$ cat src/logic/msmd_pkg.sv
/*
  constants and types for the motion search message decoder.
  assumes one core clock and a thread that presents one request at a time.
*/
// Summary of operation
// - eight skip enable bits in dword 7 bits 31:24 mark pairs valid.
// - four skip centres per reference, fetched from that reference surface.
// - skip vectors accepted over full horizontal and vertical range.
// - intra mode mask 9+9+4 bits removes modes for whole macroblock.
// - buffer surfaces only; data returned without format conversion.
// - reads outside the surface replicate edge pixels.
// - stream-in adds four phases for code 111, else two.
// - stream-out adds four phases for code 111, else two.
// - descriptor bits 14:13 give message type.
// - bits 12:11 cost table subindex, bits 10:8 search path index.
// - bits 7:0 source binding index; references at plus one, two.
// - inter requests 5 in, 6 out; intra only 5 in, 1 out.
// - window height and width multiples of 4 from 20 to 64.
// - dword 5 bits 7:0 dispatch id frees thread resources.
// - dword 3 bits 30:24 partition disable mask.
// - inter adjust 00 none, 10 haar, others reserved.
// - dword 3 bit 19 selects maximum block distortion skip test.
// - search control 111 selects dual reference dual record.
package msmd_pkg;
  localparam int DSC_HDR_BIT = 19;
  localparam int DSC_SIN_BIT = 16;
  localparam int DSC_SOUT_BIT = 15;
  localparam int DSC_TYPE_LO = 13;
  localparam int DSC_SUBIDX_LO = 11;
  localparam int DSC_PATH_LO = 8;
  localparam int DW5_HEIGHT_LO = 24;
  localparam int DW5_WIDTH_LO = 16;
  localparam int DW3_PART_LO = 24;
  localparam int DW3_INTRA_ADJ_LO = 22;
  localparam int DW3_INTER_ADJ_LO = 20;
  localparam int DW3_BLKSKIP_BIT = 19;
  localparam int DW3_SCTRL_LO = 8;
  localparam int DW7_SKIPEN_LO = 24;
  localparam logic [2:0] SCTRL_DUAL = 3'h7;
  localparam logic [7:0] BTI_MAX = 8'hfe;
  localparam logic [7:0] WIN_MIN = 8'h14;
  localparam logic [7:0] WIN_MAX = 8'h40;
  localparam logic [7:0] WIN_BASE = 8'h10;
  localparam logic [3:0] IN_BASE = 4'h5;
  localparam logic [3:0] OUT_INTER = 4'h6;
  localparam logic [3:0] OUT_INTRA = 4'h1;
  localparam logic [3:0] STREAM_DUAL = 4'h4;
  localparam logic [3:0] STREAM_SINGLE = 4'h2;
  localparam logic [1:0] ADJ_NONE = 2'h0;
  localparam logic [1:0] ADJ_HAAR = 2'h2;
  localparam int REF_HALF = 4;
  localparam logic DESC_RST = 1'b0;
  typedef enum logic [1:0] {
    MSMD_TYPE_RSVD = 2'h0,
    MSMD_TYPE_INTER = 2'h1,
    MSMD_TYPE_INTRA = 2'h2,
    MSMD_TYPE_BOTH = 2'h3
  } msmd_type_t;
  typedef enum logic [2:0] {
    MSMD_ST_IDLE = 3'b001,
    MSMD_ST_DECODE = 3'b010,
    MSMD_ST_ISSUE = 3'b100
  } msmd_state_t;
endpackage

$ cat src/logic/msmd_buf2.sv
/*
  two-entry buffer with valid and ready on both sides.
  assumes source and sink on the same clock.
*/
`timescale 1ns/1ps
`default_nettype none
module msmd_buf2 #(
  parameter int WIDTH = 8
) (
  input wire logic clk,
  input wire logic srst,
  input wire logic in_valid,
  output logic in_ready,
  input wire logic [WIDTH-1:0] in_data,
  output logic out_valid,
  input wire logic out_ready,
  output logic [WIDTH-1:0] out_data
);
  logic [WIDTH-1:0] mem_r [2];
  logic [WIDTH-1:0] mem_nxt [2];
  logic rd_r, rd_nxt, wr_r, wr_nxt;
  logic [1:0] cnt_r, cnt_nxt;
  logic push, pop;

  initial begin
    if (WIDTH < 1) $error("msmd_buf2 width");
  end

  assign in_ready = (cnt_r != 2'h2);
  assign out_valid = (cnt_r != 2'h0);
  assign out_data = mem_r[rd_r];
  assign push = in_valid && in_ready;
  assign pop = out_valid && out_ready;

  always_comb begin
    mem_nxt = mem_r;
    wr_nxt = wr_r;
    rd_nxt = rd_r;
    cnt_nxt = cnt_r;
    if (push) begin
      mem_nxt[wr_r] = in_data;
      wr_nxt = ~wr_r;
    end
    if (pop) begin
      rd_nxt = ~rd_r;
    end
    if (push && !pop) begin
      cnt_nxt = cnt_r + 2'h1;
    end else if (pop && !push) begin
      cnt_nxt = cnt_r - 2'h1;
    end
  end

  always_ff @(posedge clk) begin
    if (srst) begin
      rd_r <= 1'b0;
      wr_r <= 1'b0;
      cnt_r <= 2'h0;
      mem_r[0] <= '0;
      mem_r[1] <= '0;
    end else begin
      rd_r <= rd_nxt;
      wr_r <= wr_nxt;
      cnt_r <= cnt_nxt;
      mem_r <= mem_nxt;
    end
  end

  a_buf_count: assert property (@(posedge clk) disable iff (srst) cnt_r <= 2'h2)
    else $error("buffer count over two");
endmodule
`default_nettype wire

$ cat src/logic/msmd_decoder.sv
/*
  motion search message decoder: takes descriptor and header dwords,
  produces one decoded word per request through a two-entry buffer.
  assumes the thread holds the request until REQ_READY.
*/
`timescale 1ns/1ps
`default_nettype none
module msmd_decoder
  import msmd_pkg::*;
#(
  parameter int SKIP_PAIRS = 8
) (
  input wire logic REF_CLK,
  input wire logic SRST,
  input wire logic REQ_VALID,
  output logic REQ_READY,
  input wire logic [31:0] REQ_DESC,
  input wire logic [31:0] REQ_DW3,
  input wire logic [31:0] REQ_DW5,
  input wire logic [31:0] REQ_DW7,
  input wire logic [21:0] REQ_INTRA_MASK,
  input wire logic SKIP_ONE_PAIR,
  input wire logic SURF_IS_BUFFER,
  input wire logic [15:0] SURF_X,
  input wire logic [15:0] SURF_Y,
  input wire logic [15:0] SURF_W,
  input wire logic [15:0] SURF_H,
  output logic [15:0] FETCH_X,
  output logic [15:0] FETCH_Y,
  output logic DEC_VALID,
  input wire logic DEC_READY,
  output logic [1:0] DEC_TYPE,
  output logic [3:0] DEC_IN_PHASES,
  output logic [3:0] DEC_OUT_PHASES,
  output logic [1:0] DEC_COST_SUBIDX,
  output logic [2:0] DEC_PATH_IDX,
  output logic [7:0] DEC_SRC_BTI,
  output logic [7:0] DEC_FWD_BTI,
  output logic [7:0] DEC_BWD_BTI,
  output logic [7:0] DEC_SEARCH_H,
  output logic [7:0] DEC_SEARCH_W,
  output logic [7:0] DEC_DISPATCH_ID,
  output logic [6:0] DEC_PART_MASK,
  output logic [1:0] DEC_INTER_ADJ,
  output logic [1:0] DEC_INTRA_ADJ,
  output logic DEC_BLOCK_SKIP,
  output logic DEC_DUAL_REF,
  output logic [7:0] DEC_SKIP_EN,
  output logic [3:0] DEC_SKIP_EN_REF0,
  output logic [3:0] DEC_SKIP_EN_REF1,
  output logic [21:0] DEC_INTRA_MASK,
  output logic DEC_ERROR,
  output logic [7:0] RELEASE_ID,
  output logic RELEASE_STB
);
  // ****************************************
  // decode helpers
  // ****************************************
  localparam int DW = 2 + 4 + 4 + 2 + 3 + 24 + 8 + 8 + 8 + 7 + 2 + 2 + 1 + 1 + 8 + 22 + 1;

  initial begin
    if (SKIP_PAIRS != 8) $error("msmd_decoder skip pairs must be 8");
  end

  function automatic logic [3:0] stream_phases(input logic [2:0] sctrl);
    stream_phases = (sctrl == SCTRL_DUAL) ? STREAM_DUAL : STREAM_SINGLE;
  endfunction

  function automatic logic win_ok(input logic [7:0] v);
    win_ok = (v >= WIN_MIN) && (v <= WIN_MAX) && (v[1:0] == 2'h0);
  endfunction

  function automatic logic [15:0] clamp(input logic [15:0] p, input logic [15:0] lim);
    if (p[15]) begin
      clamp = 16'h0000;
    end else if (p >= lim) begin
      clamp = (lim == 16'h0000) ? 16'h0000 : lim - 16'h0001;
    end else begin
      clamp = p;
    end
  endfunction

  // ****************************************
  // state machine and captured request
  // ****************************************
  msmd_state_t st_r, st_nxt;
  logic [31:0] desc_r, desc_nxt, dw3_r, dw3_nxt, dw5_r, dw5_nxt, dw7_r, dw7_nxt;
  logic [21:0] imask_r, imask_nxt;
  logic one_r, one_nxt, buf_r, buf_nxt;
  logic [DW-1:0] word_r, word_nxt;
  logic rel_r, rel_nxt;
  logic [7:0] relid_r, relid_nxt;
  logic [15:0] fx_r, fx_nxt, fy_r, fy_nxt;
  logic bin_ready, bin_valid;
  logic [DW-1:0] bout;

  logic [1:0] mtype;
  logic [2:0] sctrl;
  logic [3:0] sph_in, sph_out, in_ph, out_ph;
  logic [7:0] hgt, wid, skipen, bti;
  logic bad;

  assign REQ_READY = (st_r == MSMD_ST_IDLE);
  assign bin_valid = (st_r == MSMD_ST_ISSUE);

  always_comb begin
    mtype = desc_r[DSC_TYPE_LO +: 2];
    sctrl = dw3_r[DW3_SCTRL_LO +: 3];
    sph_in = desc_r[DSC_SIN_BIT] ? stream_phases(sctrl) : 4'h0;
    sph_out = desc_r[DSC_SOUT_BIT] ? stream_phases(sctrl) : 4'h0;
    if (mtype == MSMD_TYPE_INTRA) begin
      in_ph = IN_BASE;
      out_ph = OUT_INTRA;
    end else begin
      in_ph = IN_BASE + sph_in;
      out_ph = OUT_INTER + sph_out;
    end
    hgt = dw5_r[DW5_HEIGHT_LO +: 8];
    wid = dw5_r[DW5_WIDTH_LO +: 8];
    bti = desc_r[7:0];
    skipen = dw7_r[DW7_SKIPEN_LO +: 8]; // no vector range test
    if (one_r) begin
      skipen[7:1] = 7'h00; // only the first pair is used
    end
    bad = (mtype == MSMD_TYPE_RSVD) || (bti > BTI_MAX) || !buf_r
      || !win_ok(hgt) || !win_ok(wid)
      || (dw3_r[DW3_INTER_ADJ_LO +: 2] != ADJ_NONE
          && dw3_r[DW3_INTER_ADJ_LO +: 2] != ADJ_HAAR);
  end

  always_comb begin
    st_nxt = st_r;
    desc_nxt = desc_r;
    dw3_nxt = dw3_r;
    dw5_nxt = dw5_r;
    dw7_nxt = dw7_r;
    imask_nxt = imask_r;
    one_nxt = one_r;
    buf_nxt = buf_r;
    word_nxt = word_r;
    rel_nxt = 1'b0;
    relid_nxt = relid_r;
    case (st_r)
      MSMD_ST_IDLE: begin
        if (REQ_VALID) begin
          desc_nxt = REQ_DESC;
          dw3_nxt = REQ_DW3;
          dw5_nxt = REQ_DW5;
          dw7_nxt = REQ_DW7;
          imask_nxt = REQ_INTRA_MASK;
          one_nxt = SKIP_ONE_PAIR;
          buf_nxt = SURF_IS_BUFFER;
          st_nxt = MSMD_ST_DECODE;
        end
      end
      MSMD_ST_DECODE: begin
        word_nxt = {mtype, in_ph, out_ph,
          desc_r[DSC_SUBIDX_LO +: 2], desc_r[DSC_PATH_LO +: 3],
          bti, bti + 8'h01, bti + 8'h02,
          hgt - WIN_BASE, wid - WIN_BASE,
          dw5_r[7:0],
          dw3_r[DW3_PART_LO +: 7],
          dw3_r[DW3_INTER_ADJ_LO +: 2], dw3_r[DW3_INTRA_ADJ_LO +: 2],
          dw3_r[DW3_BLKSKIP_BIT],
          sctrl == SCTRL_DUAL,
          skipen, imask_r, bad};
        st_nxt = MSMD_ST_ISSUE;
      end
      MSMD_ST_ISSUE: begin
        if (bin_ready) begin
          rel_nxt = 1'b1;
          relid_nxt = dw5_r[7:0];
          st_nxt = MSMD_ST_IDLE;
        end
      end
      default: st_nxt = MSMD_ST_IDLE;
    endcase
  end

  // ****************************************
  // out of bounds fetch clamp
  // ****************************************
  always_comb begin
    fx_nxt = clamp(SURF_X, SURF_W);
    fy_nxt = clamp(SURF_Y, SURF_H);
  end

  always_ff @(posedge REF_CLK) begin
    if (SRST) begin
      st_r <= MSMD_ST_IDLE;
      desc_r <= '0;
      dw3_r <= '0;
      dw5_r <= '0;
      dw7_r <= '0;
      imask_r <= '0;
      one_r <= DESC_RST;
      buf_r <= DESC_RST;
      word_r <= '0;
      rel_r <= 1'b0;
      relid_r <= 8'h00;
      fx_r <= 16'h0000;
      fy_r <= 16'h0000;
    end else begin
      st_r <= st_nxt;
      desc_r <= desc_nxt;
      dw3_r <= dw3_nxt;
      dw5_r <= dw5_nxt;
      dw7_r <= dw7_nxt;
      imask_r <= imask_nxt;
      one_r <= one_nxt;
      buf_r <= buf_nxt;
      word_r <= word_nxt;
      rel_r <= rel_nxt;
      relid_r <= relid_nxt;
      fx_r <= fx_nxt;
      fy_r <= fy_nxt;
    end
  end

  // ****************************************
  // output buffer
  // ****************************************
  msmd_buf2 #(.WIDTH(DW)) u_buf (
    .clk(REF_CLK),
    .srst(SRST),
    .in_valid(bin_valid),
    .in_ready(bin_ready),
    .in_data(word_r),
    .out_valid(DEC_VALID),
    .out_ready(DEC_READY),
    .out_data(bout)
  );

  assign {DEC_TYPE, DEC_IN_PHASES, DEC_OUT_PHASES, DEC_COST_SUBIDX, DEC_PATH_IDX,
    DEC_SRC_BTI, DEC_FWD_BTI, DEC_BWD_BTI, DEC_SEARCH_H, DEC_SEARCH_W,
    DEC_DISPATCH_ID, DEC_PART_MASK, DEC_INTER_ADJ, DEC_INTRA_ADJ, DEC_BLOCK_SKIP,
    DEC_DUAL_REF, DEC_SKIP_EN, DEC_INTRA_MASK, DEC_ERROR} = bout;
  assign DEC_SKIP_EN_REF0 = DEC_SKIP_EN[REF_HALF-1:0];
  assign DEC_SKIP_EN_REF1 = DEC_SKIP_EN[2*REF_HALF-1:REF_HALF];
  assign RELEASE_STB = rel_r;
  assign RELEASE_ID = relid_r;
  assign FETCH_X = fx_r;
  assign FETCH_Y = fy_r;

  // ****************************************
  // assertions
  // ****************************************
  a_in_phases: assert property (@(posedge REF_CLK) disable iff (SRST)
    st_r == MSMD_ST_DECODE && mtype != MSMD_TYPE_INTRA && desc_r[DSC_SIN_BIT]
    |-> ##1 word_r[DW-3 -: 4] == (sctrl == SCTRL_DUAL ? 4'h9 : 4'h7))
    else $error("stream-in phase count wrong");
  a_out_phases: assert property (@(posedge REF_CLK) disable iff (SRST)
    st_r == MSMD_ST_DECODE && mtype != MSMD_TYPE_INTRA && desc_r[DSC_SOUT_BIT]
    |-> ##1 word_r[DW-7 -: 4] == (sctrl == SCTRL_DUAL ? 4'ha : 4'h8))
    else $error("stream-out phase count wrong");
  a_intra_len: assert property (@(posedge REF_CLK) disable iff (SRST)
    st_r == MSMD_ST_DECODE && mtype == MSMD_TYPE_INTRA
    |-> ##1 word_r[DW-3 -: 8] == 8'h51)
    else $error("intra lengths wrong");
  a_type_pass: assert property (@(posedge REF_CLK) disable iff (SRST)
    st_r == MSMD_ST_DECODE |-> ##1 word_r[DW-1 -: 2] == $past(desc_r[14:13]))
    else $error("message type wrong");
  a_ref_bti: assert property (@(posedge REF_CLK) disable iff (SRST)
    DEC_VALID |-> DEC_FWD_BTI == DEC_SRC_BTI + 8'h01 && DEC_BWD_BTI == DEC_SRC_BTI + 8'h02)
    else $error("reference binding index wrong");
  a_release_once: assert property (@(posedge REF_CLK) disable iff (SRST)
    RELEASE_STB |-> ##1 !RELEASE_STB)
    else $error("release pulse too long");
  a_one_pair: assert property (@(posedge REF_CLK) disable iff (SRST)
    st_r == MSMD_ST_DECODE && one_r |-> ##1 word_r[30:24] == 7'h00)
    else $error("one pair mode leaked enables");
  a_fetch_in: assert property (@(posedge REF_CLK) disable iff (SRST)
    SURF_W != 16'h0000 && !SURF_X[15] |=> FETCH_X < $past(SURF_W))
    else $error("fetch outside surface");
  a_search_h: assert property (@(posedge REF_CLK) disable iff (SRST)
    DEC_VALID && !DEC_ERROR |-> DEC_SEARCH_H <= 8'h30)
    else $error("search points out of range");
  a_type_err: assert property (@(posedge REF_CLK) disable iff (SRST)
    st_r == MSMD_ST_DECODE && mtype == MSMD_TYPE_RSVD |-> ##1 word_r[0])
    else $error("reserved type not flagged");
  a_bti_err: assert property (@(posedge REF_CLK) disable iff (SRST)
    st_r == MSMD_ST_DECODE && bti > BTI_MAX |-> ##1 word_r[0])
    else $error("binding index not flagged");
  a_surf_err: assert property (@(posedge REF_CLK) disable iff (SRST)
    st_r == MSMD_ST_DECODE && !buf_r |-> ##1 word_r[0])
    else $error("surface type not flagged");
  a_win_err: assert property (@(posedge REF_CLK) disable iff (SRST)
    st_r == MSMD_ST_DECODE && !(win_ok(hgt) && win_ok(wid)) |-> ##1 word_r[0])
    else $error("window size not flagged");
  a_adj_err: assert property (@(posedge REF_CLK) disable iff (SRST)
    st_r == MSMD_ST_DECODE && dw3_r[DW3_INTER_ADJ_LO] |-> ##1 word_r[0])
    else $error("reserved adjust not flagged");
  a_dual_sel: assert property (@(posedge REF_CLK) disable iff (SRST)
    st_r == MSMD_ST_DECODE |-> ##1 word_r[31] == (sctrl == SCTRL_DUAL))
    else $error("dual reference select wrong");
  a_part_pass: assert property (@(posedge REF_CLK) disable iff (SRST)
    st_r == MSMD_ST_DECODE |-> ##1 word_r[43:37] == dw3_r[DW3_PART_LO +: 7])
    else $error("partition mask wrong");
  c_dual: cover property (@(posedge REF_CLK) DEC_VALID && DEC_DUAL_REF);
  c_err: cover property (@(posedge REF_CLK) DEC_VALID && DEC_ERROR);
  c_intra: cover property (@(posedge REF_CLK) DEC_VALID && DEC_TYPE == MSMD_TYPE_INTRA);
  c_stall: cover property (@(posedge REF_CLK) DEC_VALID && !DEC_READY ##1 !REQ_READY);
endmodule
`default_nettype wire

$ cat config.mk
export PLATFORM = sky130hd
export DESIGN_NAME = msmd_decoder
export DESIGN_NICKNAME = d
export VERILOG_FILES = /design/src/logic/msmd_pkg.sv /design/src/logic/msmd_buf2.sv /design/src/logic/msmd_decoder.sv
export SDC_FILE = /design/constraint.sdc
export NUM_CORES = 1
export LEC_CHECK = 0
export BUFFER_PORTS_ARGS = -buffer_cell sky130_fd_sc_hd__buf_2
export CAP_MARGIN = 40
export CELL_PAD_IN_SITES_DETAIL_PLACEMENT = 1
export CELL_PAD_IN_SITES_GLOBAL_PLACEMENT = 1
export CORE_UTILIZATION = 40
export DETAILED_ROUTE_END_ITERATION = 6
export HOLD_SLACK_MARGIN = 0.06
export PLACE_DENSITY = 0.85
export SYNTH_ARGS = -nofsm -noshare
export SYNTH_HDL_FRONTEND = slang
export SYNTH_SLANG_ARGS = --single-unit
$ cat constraint.sdc
create_clock -name REF_CLK -period 2.03 [get_ports REF_CLK]
set_input_delay 0 -clock REF_CLK [delete_from_list [all_inputs] [get_ports REF_CLK]]
set_output_delay 0 -clock REF_CLK [all_outputs]
set_load 0.01 [all_outputs]
---- Word level (Yosys, flattened, before mapping) ----
Cells that the tools add are included.
W data, S select, Z words.
cells by class
  magnitude comparators ................... 10
  multiplexer cells ....................... 22
  bitwise operators ....................... 7
  add/subtract/negate cells ............... 10
  equal/unequal tests ..................... 9
  shift operators ......................... 0
  $mul .................................... 0
  reduce and logical (&&, ||, !) cells .... 36
  div/mod/pow operators ................... 0
operator list
  operator                 number
  $mux W107                4
  $bwmux W214              1
  $demux W107 S1           1
  $mux W15                 4
  $ge A16 B16 Y1           2
  $logic_not A16 Y1        2
  $sub A16 B1 Y16 const B  2
  $ge A8 B5 Y1 const B     2
  $le A8 B7 Y1 const B     2
  $sub A8 B5 Y8 const B    2
  $mux W3                  5
  $logic_and A1 B1 Y1      10
  $pmux W3 S3              1
  $add A8 B1 Y8 const B    1
  $add A8 B2 Y8 const B    1
  $gt A8 B8 Y1 const B     1
  $mux W4                  2
  $ne A2 B2 Y1 const B     4
  $reduce_or A4 Y1         2
  $mux W7                  1
  $eq A3 B3 Y1 const B     2
  $logic_not A2 Y1         3
  $reduce_and A2 Y1        3
  $reduce_bool A2 Y1       3
  16 further kinds         33
storage, ports and cells
  RAM bits ................................ 0
  register bits ........................... 505
  memories ................................ 0
  word-level logic and storage cells ...... 114
  input port bits ......................... 220
  bits in latches ......................... 0
  output and inout port bits .............. 158
  memory bits (read-only) ................. 0

---- Depth between registers and ports, before layout ----
  depth after elaboration ................. 7
  gate-level depth with buffers ........... 9
  depth with buffers taken out ............ 8

---- Modules after synthesis ----
Synthesis repeated with hierarchy kept, for this count alone.
unflattened totals
  cell total of the unflattened synthesis .. 2352
  area total of the unflattened synthesis .. 20493.4 µm²
by module, submodules not included
  module        seq. area each (µm²)  area each (µm²)  instances  cells each
  msmd_buf2     4364.2                10348.7          1          1084
  msmd_decoder  4764.6                10144.7          1          1268

---- Worst setup path before layout ----
OpenSTA, ideal clock, no wires.
  path kind ............................... input port to flip-flop
  from .................................... in SURF_W[1]
  to ...................................... reg fx_r[10] (netlist: FETCH_X[10])
  cell stages on the path ................. 9
  arrival time ............................ 1.764 ns
  path slack .............................. 0.194 ns
  path buffers ............................ 1
  required time ........................... 1.958 ns
  library setup time ...................... 0.072 ns
  path through ............................ inv_1 > ha_1 > nor2b_1 > o211a_1 > o311ai_2 > a211oi_1 > nor3_4 > buf_8 > mux2i_1
between the ends
  cells in the longest elaborated chain, start to end .. 3
  elaborated cells between the ends (all ways) .. 5
  classes of those cells .................. add/sub: 1; order compare: 1; mux: 2; reduce/logical: 1
ends and longest elaborated chain
  item                                                         RTL line             source
  start, declared                                              msmd_decoder.sv:26   input wire logic [15:0] SURF_W,
  $sub A16 B1 Y16 / $logic_not A16 Y1 (equally long branches)  msmd_decoder.sv:77   clamp = (lim == 16'h0000) ? 16'h0000 : lim - 16'h0001;
  $mux W15                                                     msmd_decoder.sv:77
  $mux W15 (*)                                                 msmd_decoder.sv:76   end else if (p >= lim) begin
  end signal, assigned                                         msmd_decoder.sv:215  fx_r <= fx_nxt;
  end, declared                                                msmd_decoder.sv:93   logic [15:0] fx_r, fx_nxt, fy_r, fy_nxt;
Mark *: on every way between the ends. The rest lies on a longest branch, timed or not.
A chain may end at the register's enable or synchronous reset.

---- Worst setup path after layout ----
  from .................................... in SURF_X[6]
  to ...................................... reg fx_r[9] (netlist: FETCH_X[9])
between the ends
  cells in the longest elaborated chain, start to end .. 2
ends and longest elaborated chain
  item             RTL line            source
  start, declared  msmd_decoder.sv:24  input wire logic [15:0] SURF_X,
  $ge A16 B16 Y1   msmd_decoder.sv:76
  $mux W15         msmd_decoder.sv:76
No other way between the ends.

==> metrics.txt <==
# TYPE chip_impl_metric gauge
chip_impl_info{name="setup.worst_path.class",value="in -> reg"} 1
chip_impl_info{name="outcome",value="complete, but fails checks"} 1
chip_impl_metric{name="io_buffers",unit=""} 313
chip_impl_info{name="synth_top_cells_by_area",value="dfxtp_1 49%, nand2_1 17%, a21oi_1 11%, mux2_2 6.4%, ha_1 2.9%"} 1
chip_impl_info{name="yosysTopAreaCell",value="dfxtp_1"} 1
chip_impl_metric{name="die_outline_width",unit="µm"} 218
chip_impl_metric{name="detailroute.via_count",unit=""} 18951
chip_impl_metric{name="clkSlewWorstSetupHoldPaths",unit="ns"} 0.07
chip_impl_metric{name="worst_clock_skew",unit="ns"} 0.0236
chip_impl_metric{name="setup_violations",unit=""} 15
chip_impl_metric{name="pin_count_of_the_biggest_net_entering_global_routing",unit=""} 150
chip_impl_metric{name="total_power",unit="mW"} 20.6
chip_impl_metric{name="syn_area_per_cell",unit="µm²"} 8.07
chip_impl_metric{name="htree_levels",unit=""} 2
chip_impl_info{name="path_common_cell",value="buf_2"} 1
chip_impl_metric{name="crit_path_max_fanout",unit=""} 4
chip_impl_metric{name="grt_antenna_before_repair",unit=""} 16
chip_impl_metric{name="ratio_of_final_minimum_period_to_clock_period",unit=""} 1.38
chip_impl_metric{name="syn_area",unit="µm²"} 18700
chip_impl_metric{name="tightestPinTransition",unit="ns"} 1.01
chip_impl_info{name="ys_dominant_reg_cell",value="dfxtp_1"} 1
chip_impl_metric{name="final_layout_size_suffix_gt1_frac",unit=""} 0.215
chip_impl_metric{name="flops_latches_synth",unit=""} 454
chip_impl_metric{name="syn_to_final_growth",unit="%"} 34.9
chip_impl_metric{name="rows",unit=""} 78
chip_impl_metric{name="vias_per_cell",unit=""} 5.50
chip_impl_metric{name="final_hold_viol_count",unit=""} 0
chip_impl_metric{name="asyncSetResetFlopFracSynth",unit=""} 0
chip_impl_metric{name="setup_ws",unit="ns"} -0.764
chip_impl_info{name="cts_root_buf",value="clkbuf_16"} 1
chip_impl_metric{name="p_leak",unit="nW"} 9.96
chip_impl_metric{name="yosysSeqAreaShare",unit=""} 0.486
chip_impl_metric{name="first_pass_grt_wire_length",unit="µm"} 111000
chip_impl_metric{name="grt_remaining_overflow",unit=""} 0
chip_impl_metric{name="finalWirelength",unit="µm"} 77600
chip_impl_metric{name="fp.dieArea",unit="µm²"} 47600
chip_impl_metric{name="dp_worst_slack",unit="ns"} 0.0269
chip_impl_metric{name="maxClockFrequency",unit="GHz"} 0.358
chip_impl_metric{name="synth_warnings",unit=""} 0
chip_impl_metric{name="detail_route_antenna_nets",unit=""} 0
chip_impl_metric{name="synth_edf_count",unit=""} 0
chip_impl_metric{name="coreArea",unit="µm²"} 45800
chip_impl_metric{name="powerDensity",unit="nW/µm²"} 816
chip_impl_metric{name="num-fill-cells",unit=""} 5420
chip_impl_metric{name="time_the_final_worst_path_needs_with_i_o_delays_and_setup",unit="ns"} 2.79
chip_impl_metric{name="numCtsBuffers",unit=""} 49
chip_impl_metric{name="initial_utilization",unit=""} 0.409
chip_impl_info{name="cts_tree",value="yes"} 1
chip_impl_metric{name="cts-root-to-sink-buffers",unit=""} 3
chip_impl_metric{name="slew-limit-headroom",unit=""} 0.310
chip_impl_metric{name="yosys.cell_types.count",unit=""} 49
chip_impl_metric{name="design.final.nets",unit=""} 3063
chip_impl_metric{name="largest_incremental_delay_on_the_critical_path",unit="ns"} 0.85
chip_impl_metric{name="detailedPlacementHpwl",unit="µm"} 38700
chip_impl_metric{name="worst_skew_pair.late_latency",unit="ns"} 0.60
chip_impl_metric{name="drt-initial-drc-count",unit=""} 1253
chip_impl_metric{name="pin_count",unit=""} 378
chip_impl_metric{name="critPathBufInv",unit=""} 3
chip_impl_metric{name="max_cap_violations",unit=""} 0
chip_impl_info{name="cp_cell_instances",value="dlygate4sd3_1 -> buf_2 -> ha_1 -> a21o_1 -> a221oi_4 -> a211oi_2 -> nor3_4 -> buf_2 -> mux2i_1"} 1
chip_impl_info{name="holdCritPathClass",value="in -> reg"} 1
chip_impl_metric{name="remaining_drc_errors",unit=""} 0
chip_impl_info{name="path_delay_family",value="buffers and inverters"} 1
chip_impl_metric{name="worst_ir_drop_vdd",unit="mV"} 0.838
chip_impl_metric{name="mapped_cells",unit=""} 2316
chip_impl_metric{name="wire_per_inst",unit="µm"} 22.5
chip_impl_metric{name="tritoncts_num_sinks",unit=""} 454
chip_impl_metric{name="finalMaxSlewViolations",unit=""} 0
chip_impl_metric{name="chip_height",unit="µm"} 218
chip_impl_metric{name="synth_largest_type_area_fraction",unit=""} 0.486
chip_impl_metric{name="synth_fp_nets",unit=""} 2580
chip_impl_metric{name="arrival",unit="ns"} 3.19
chip_impl_metric{name="gpl.final_weighted_congestion",unit=""} 0.854
chip_impl_metric{name="first_global_vias",unit=""} 20504
chip_impl_info{name="worstSetupEndpointType",value="register"} 1
chip_impl_info{name="worst_path_max_delay_cell",value="mux2i_1"} 1
chip_impl_info{name="grt_setup_unrepaired",value="true"} 1
chip_impl_metric{name="drt-pass1-iter-count",unit=""} 5
chip_impl_metric{name="crit_required",unit="ns"} 2.43
chip_impl_metric{name="grt_util_all_layers",unit=""} 0.295
chip_impl_info{name="violations",value="negative setup slack"} 1
chip_impl_info{name="cp-start-kind",value="input pin"} 1
worst min-delay path, cell delays in order:
cell	delay [ns]
buf_2	0.12
nor4_4	0.05
and2_4	0.17
o21ai_0	0.20
mux2i_1	0.10
cells in the final DEF (no fill, tap or decap), drive strengths merged, types with 4 or more instances in the layout:
master,n
mux2,106
inv,44
dlygate4sd3,214
a21oi,402
and2,5
clkbuf,71
o21ai,13
nand4,11
diode,10
nand3,8
dfxtp,454
clkinvlp,4
xor2,12
nor2b,7
ha,44
a211oi,25
nand2b,7
nand2,839
a21o,4
xnor2,31
buf,378
dlymetal6s4s,7
nor3,14
nor4,8
nand3b,7
and3,5
nor2,50
mux2i,32
clkinv,7
a31oi,4
layout make-up:
class                           count  area [µm²]  area share
Antenna cell                       10        25.0    0.000992
Clock buffer                       71        1420      0.0563
Clock inverter                     16         158     0.00625
Inverter                           41         154     0.00610
Multi-Input combinational cell   1654        9050       0.359
Sequential cell                   454        9090       0.360
Tap cell                          600         751      0.0298
Timing Repair Buffer              599        4570       0.181
report_power, final:
group          leakage, nW  total, mW  switching, mW  internal [mW]
Clock                0.767       9.04           3.91           5.12
Sequential            3.68       9.28          0.176           9.11
Combinational         5.52       2.27           1.28          0.990
Total                 9.96       20.6           5.37           15.2
state kept, by name (all words and copies together), names as in the netlist:
register	cells
u_buf.mem_r	212
word_r	106
dw5_r	24
imask_r	22
desc_r	17
FETCH_X	16
FETCH_Y	16
dw3_r	15
RELEASE_ID	8
dw7_r	8
st_r	3
u_buf.cnt_r	2
RELEASE_STB	1
buf_r	1
one_r	1
u_buf.rd_r	1
u_buf.wr_r	1
cells in the mapped netlist, drive strengths merged (5+ instances only):
library cell and instances:
nand2 839, dfxtp 454, a21oi 402, clkbuf 121
mux2 106, nor2 50, buf 46, ha 44
inv 41, mux2i 32, xnor2 31, a211oi 25
nor3 14, o21ai 13, xor2 12, nand4 11
nand3 8, nor4 8, nand2b 7, nand3b 7
nor2b 7, and2 5, and3 5
through the flow:
stage	cells	cell area [µm²]	util	hold slack (ns)	setup TNS, ns
floorplan	2316	18700	-	0.136	0
global placement	3112	21000	0.459	0.243	0
detailed placement	3113	21000	0.459	0.252	0
CTS	3426	24800	0.543	0.135	0
global route	3445	25200	0.551	0.102	-2.62
finish	3445	25200	0.551	0.117	-1.58
repair_timing:
| item | 4_1_cts | 5_1_grt |
|---|---|---|
| hold buffers | 226 | 0 |
| hold endpoints to repair | 168 | 0 |
| resized for setup | 0 | 64 |
| setup buffers | 0 | 13 |
| setup endpoints to repair | 0 | 36 |
final timing paths:
kind	from	end	slack (ns)	depth (start not counted)
worst max-delay path	SURF_X[6]	FETCH_X[9]	-0.76	9
worst min-delay path	SURF_W[5]	FETCH_X[5]	0.12	5
worst max register to register	st_r[0]	dw5_r[28]	-0.01	5
worst min register to register	u_buf.mem_r[74]	u_buf.mem_r[74]	0.45	2
logic make-up (layout without fill, tap and decap cells):
kind of cell / count (synthesis) / in the layout / share of synthesized area
xor gates and xnor gates: 43 / 43 / 0.0201
buffers and inverters: 208 / 727 / 0.0468
and+or+nand+nor: 974 / 974 / 0.208
adders and majority gates: 44 / 44 / 0.0294
AOI/OAI and AO/OA: 455 / 455 / 0.129
DFF: 454 / 454 / 0.486
muxes: 138 / 138 / 0.0810
other: 0 / 10 / 0
metal layers:
metal / up-vias / routed length [µm] / GRT usage / share of wire
li1: 8567 / - / - / -
met1: 9211 / 29500 / 0.321 / 0.38
met2: 823 / 38200 / 0.534 / 0.49
met3: 342 / 5030 / 0.0514 / 0.065
met4: 8 / 4830 / 0.176 / 0.062
met5: - / 48 / 0 / 0.00062
Note: power is estimated with default switching activity, not from simulation.
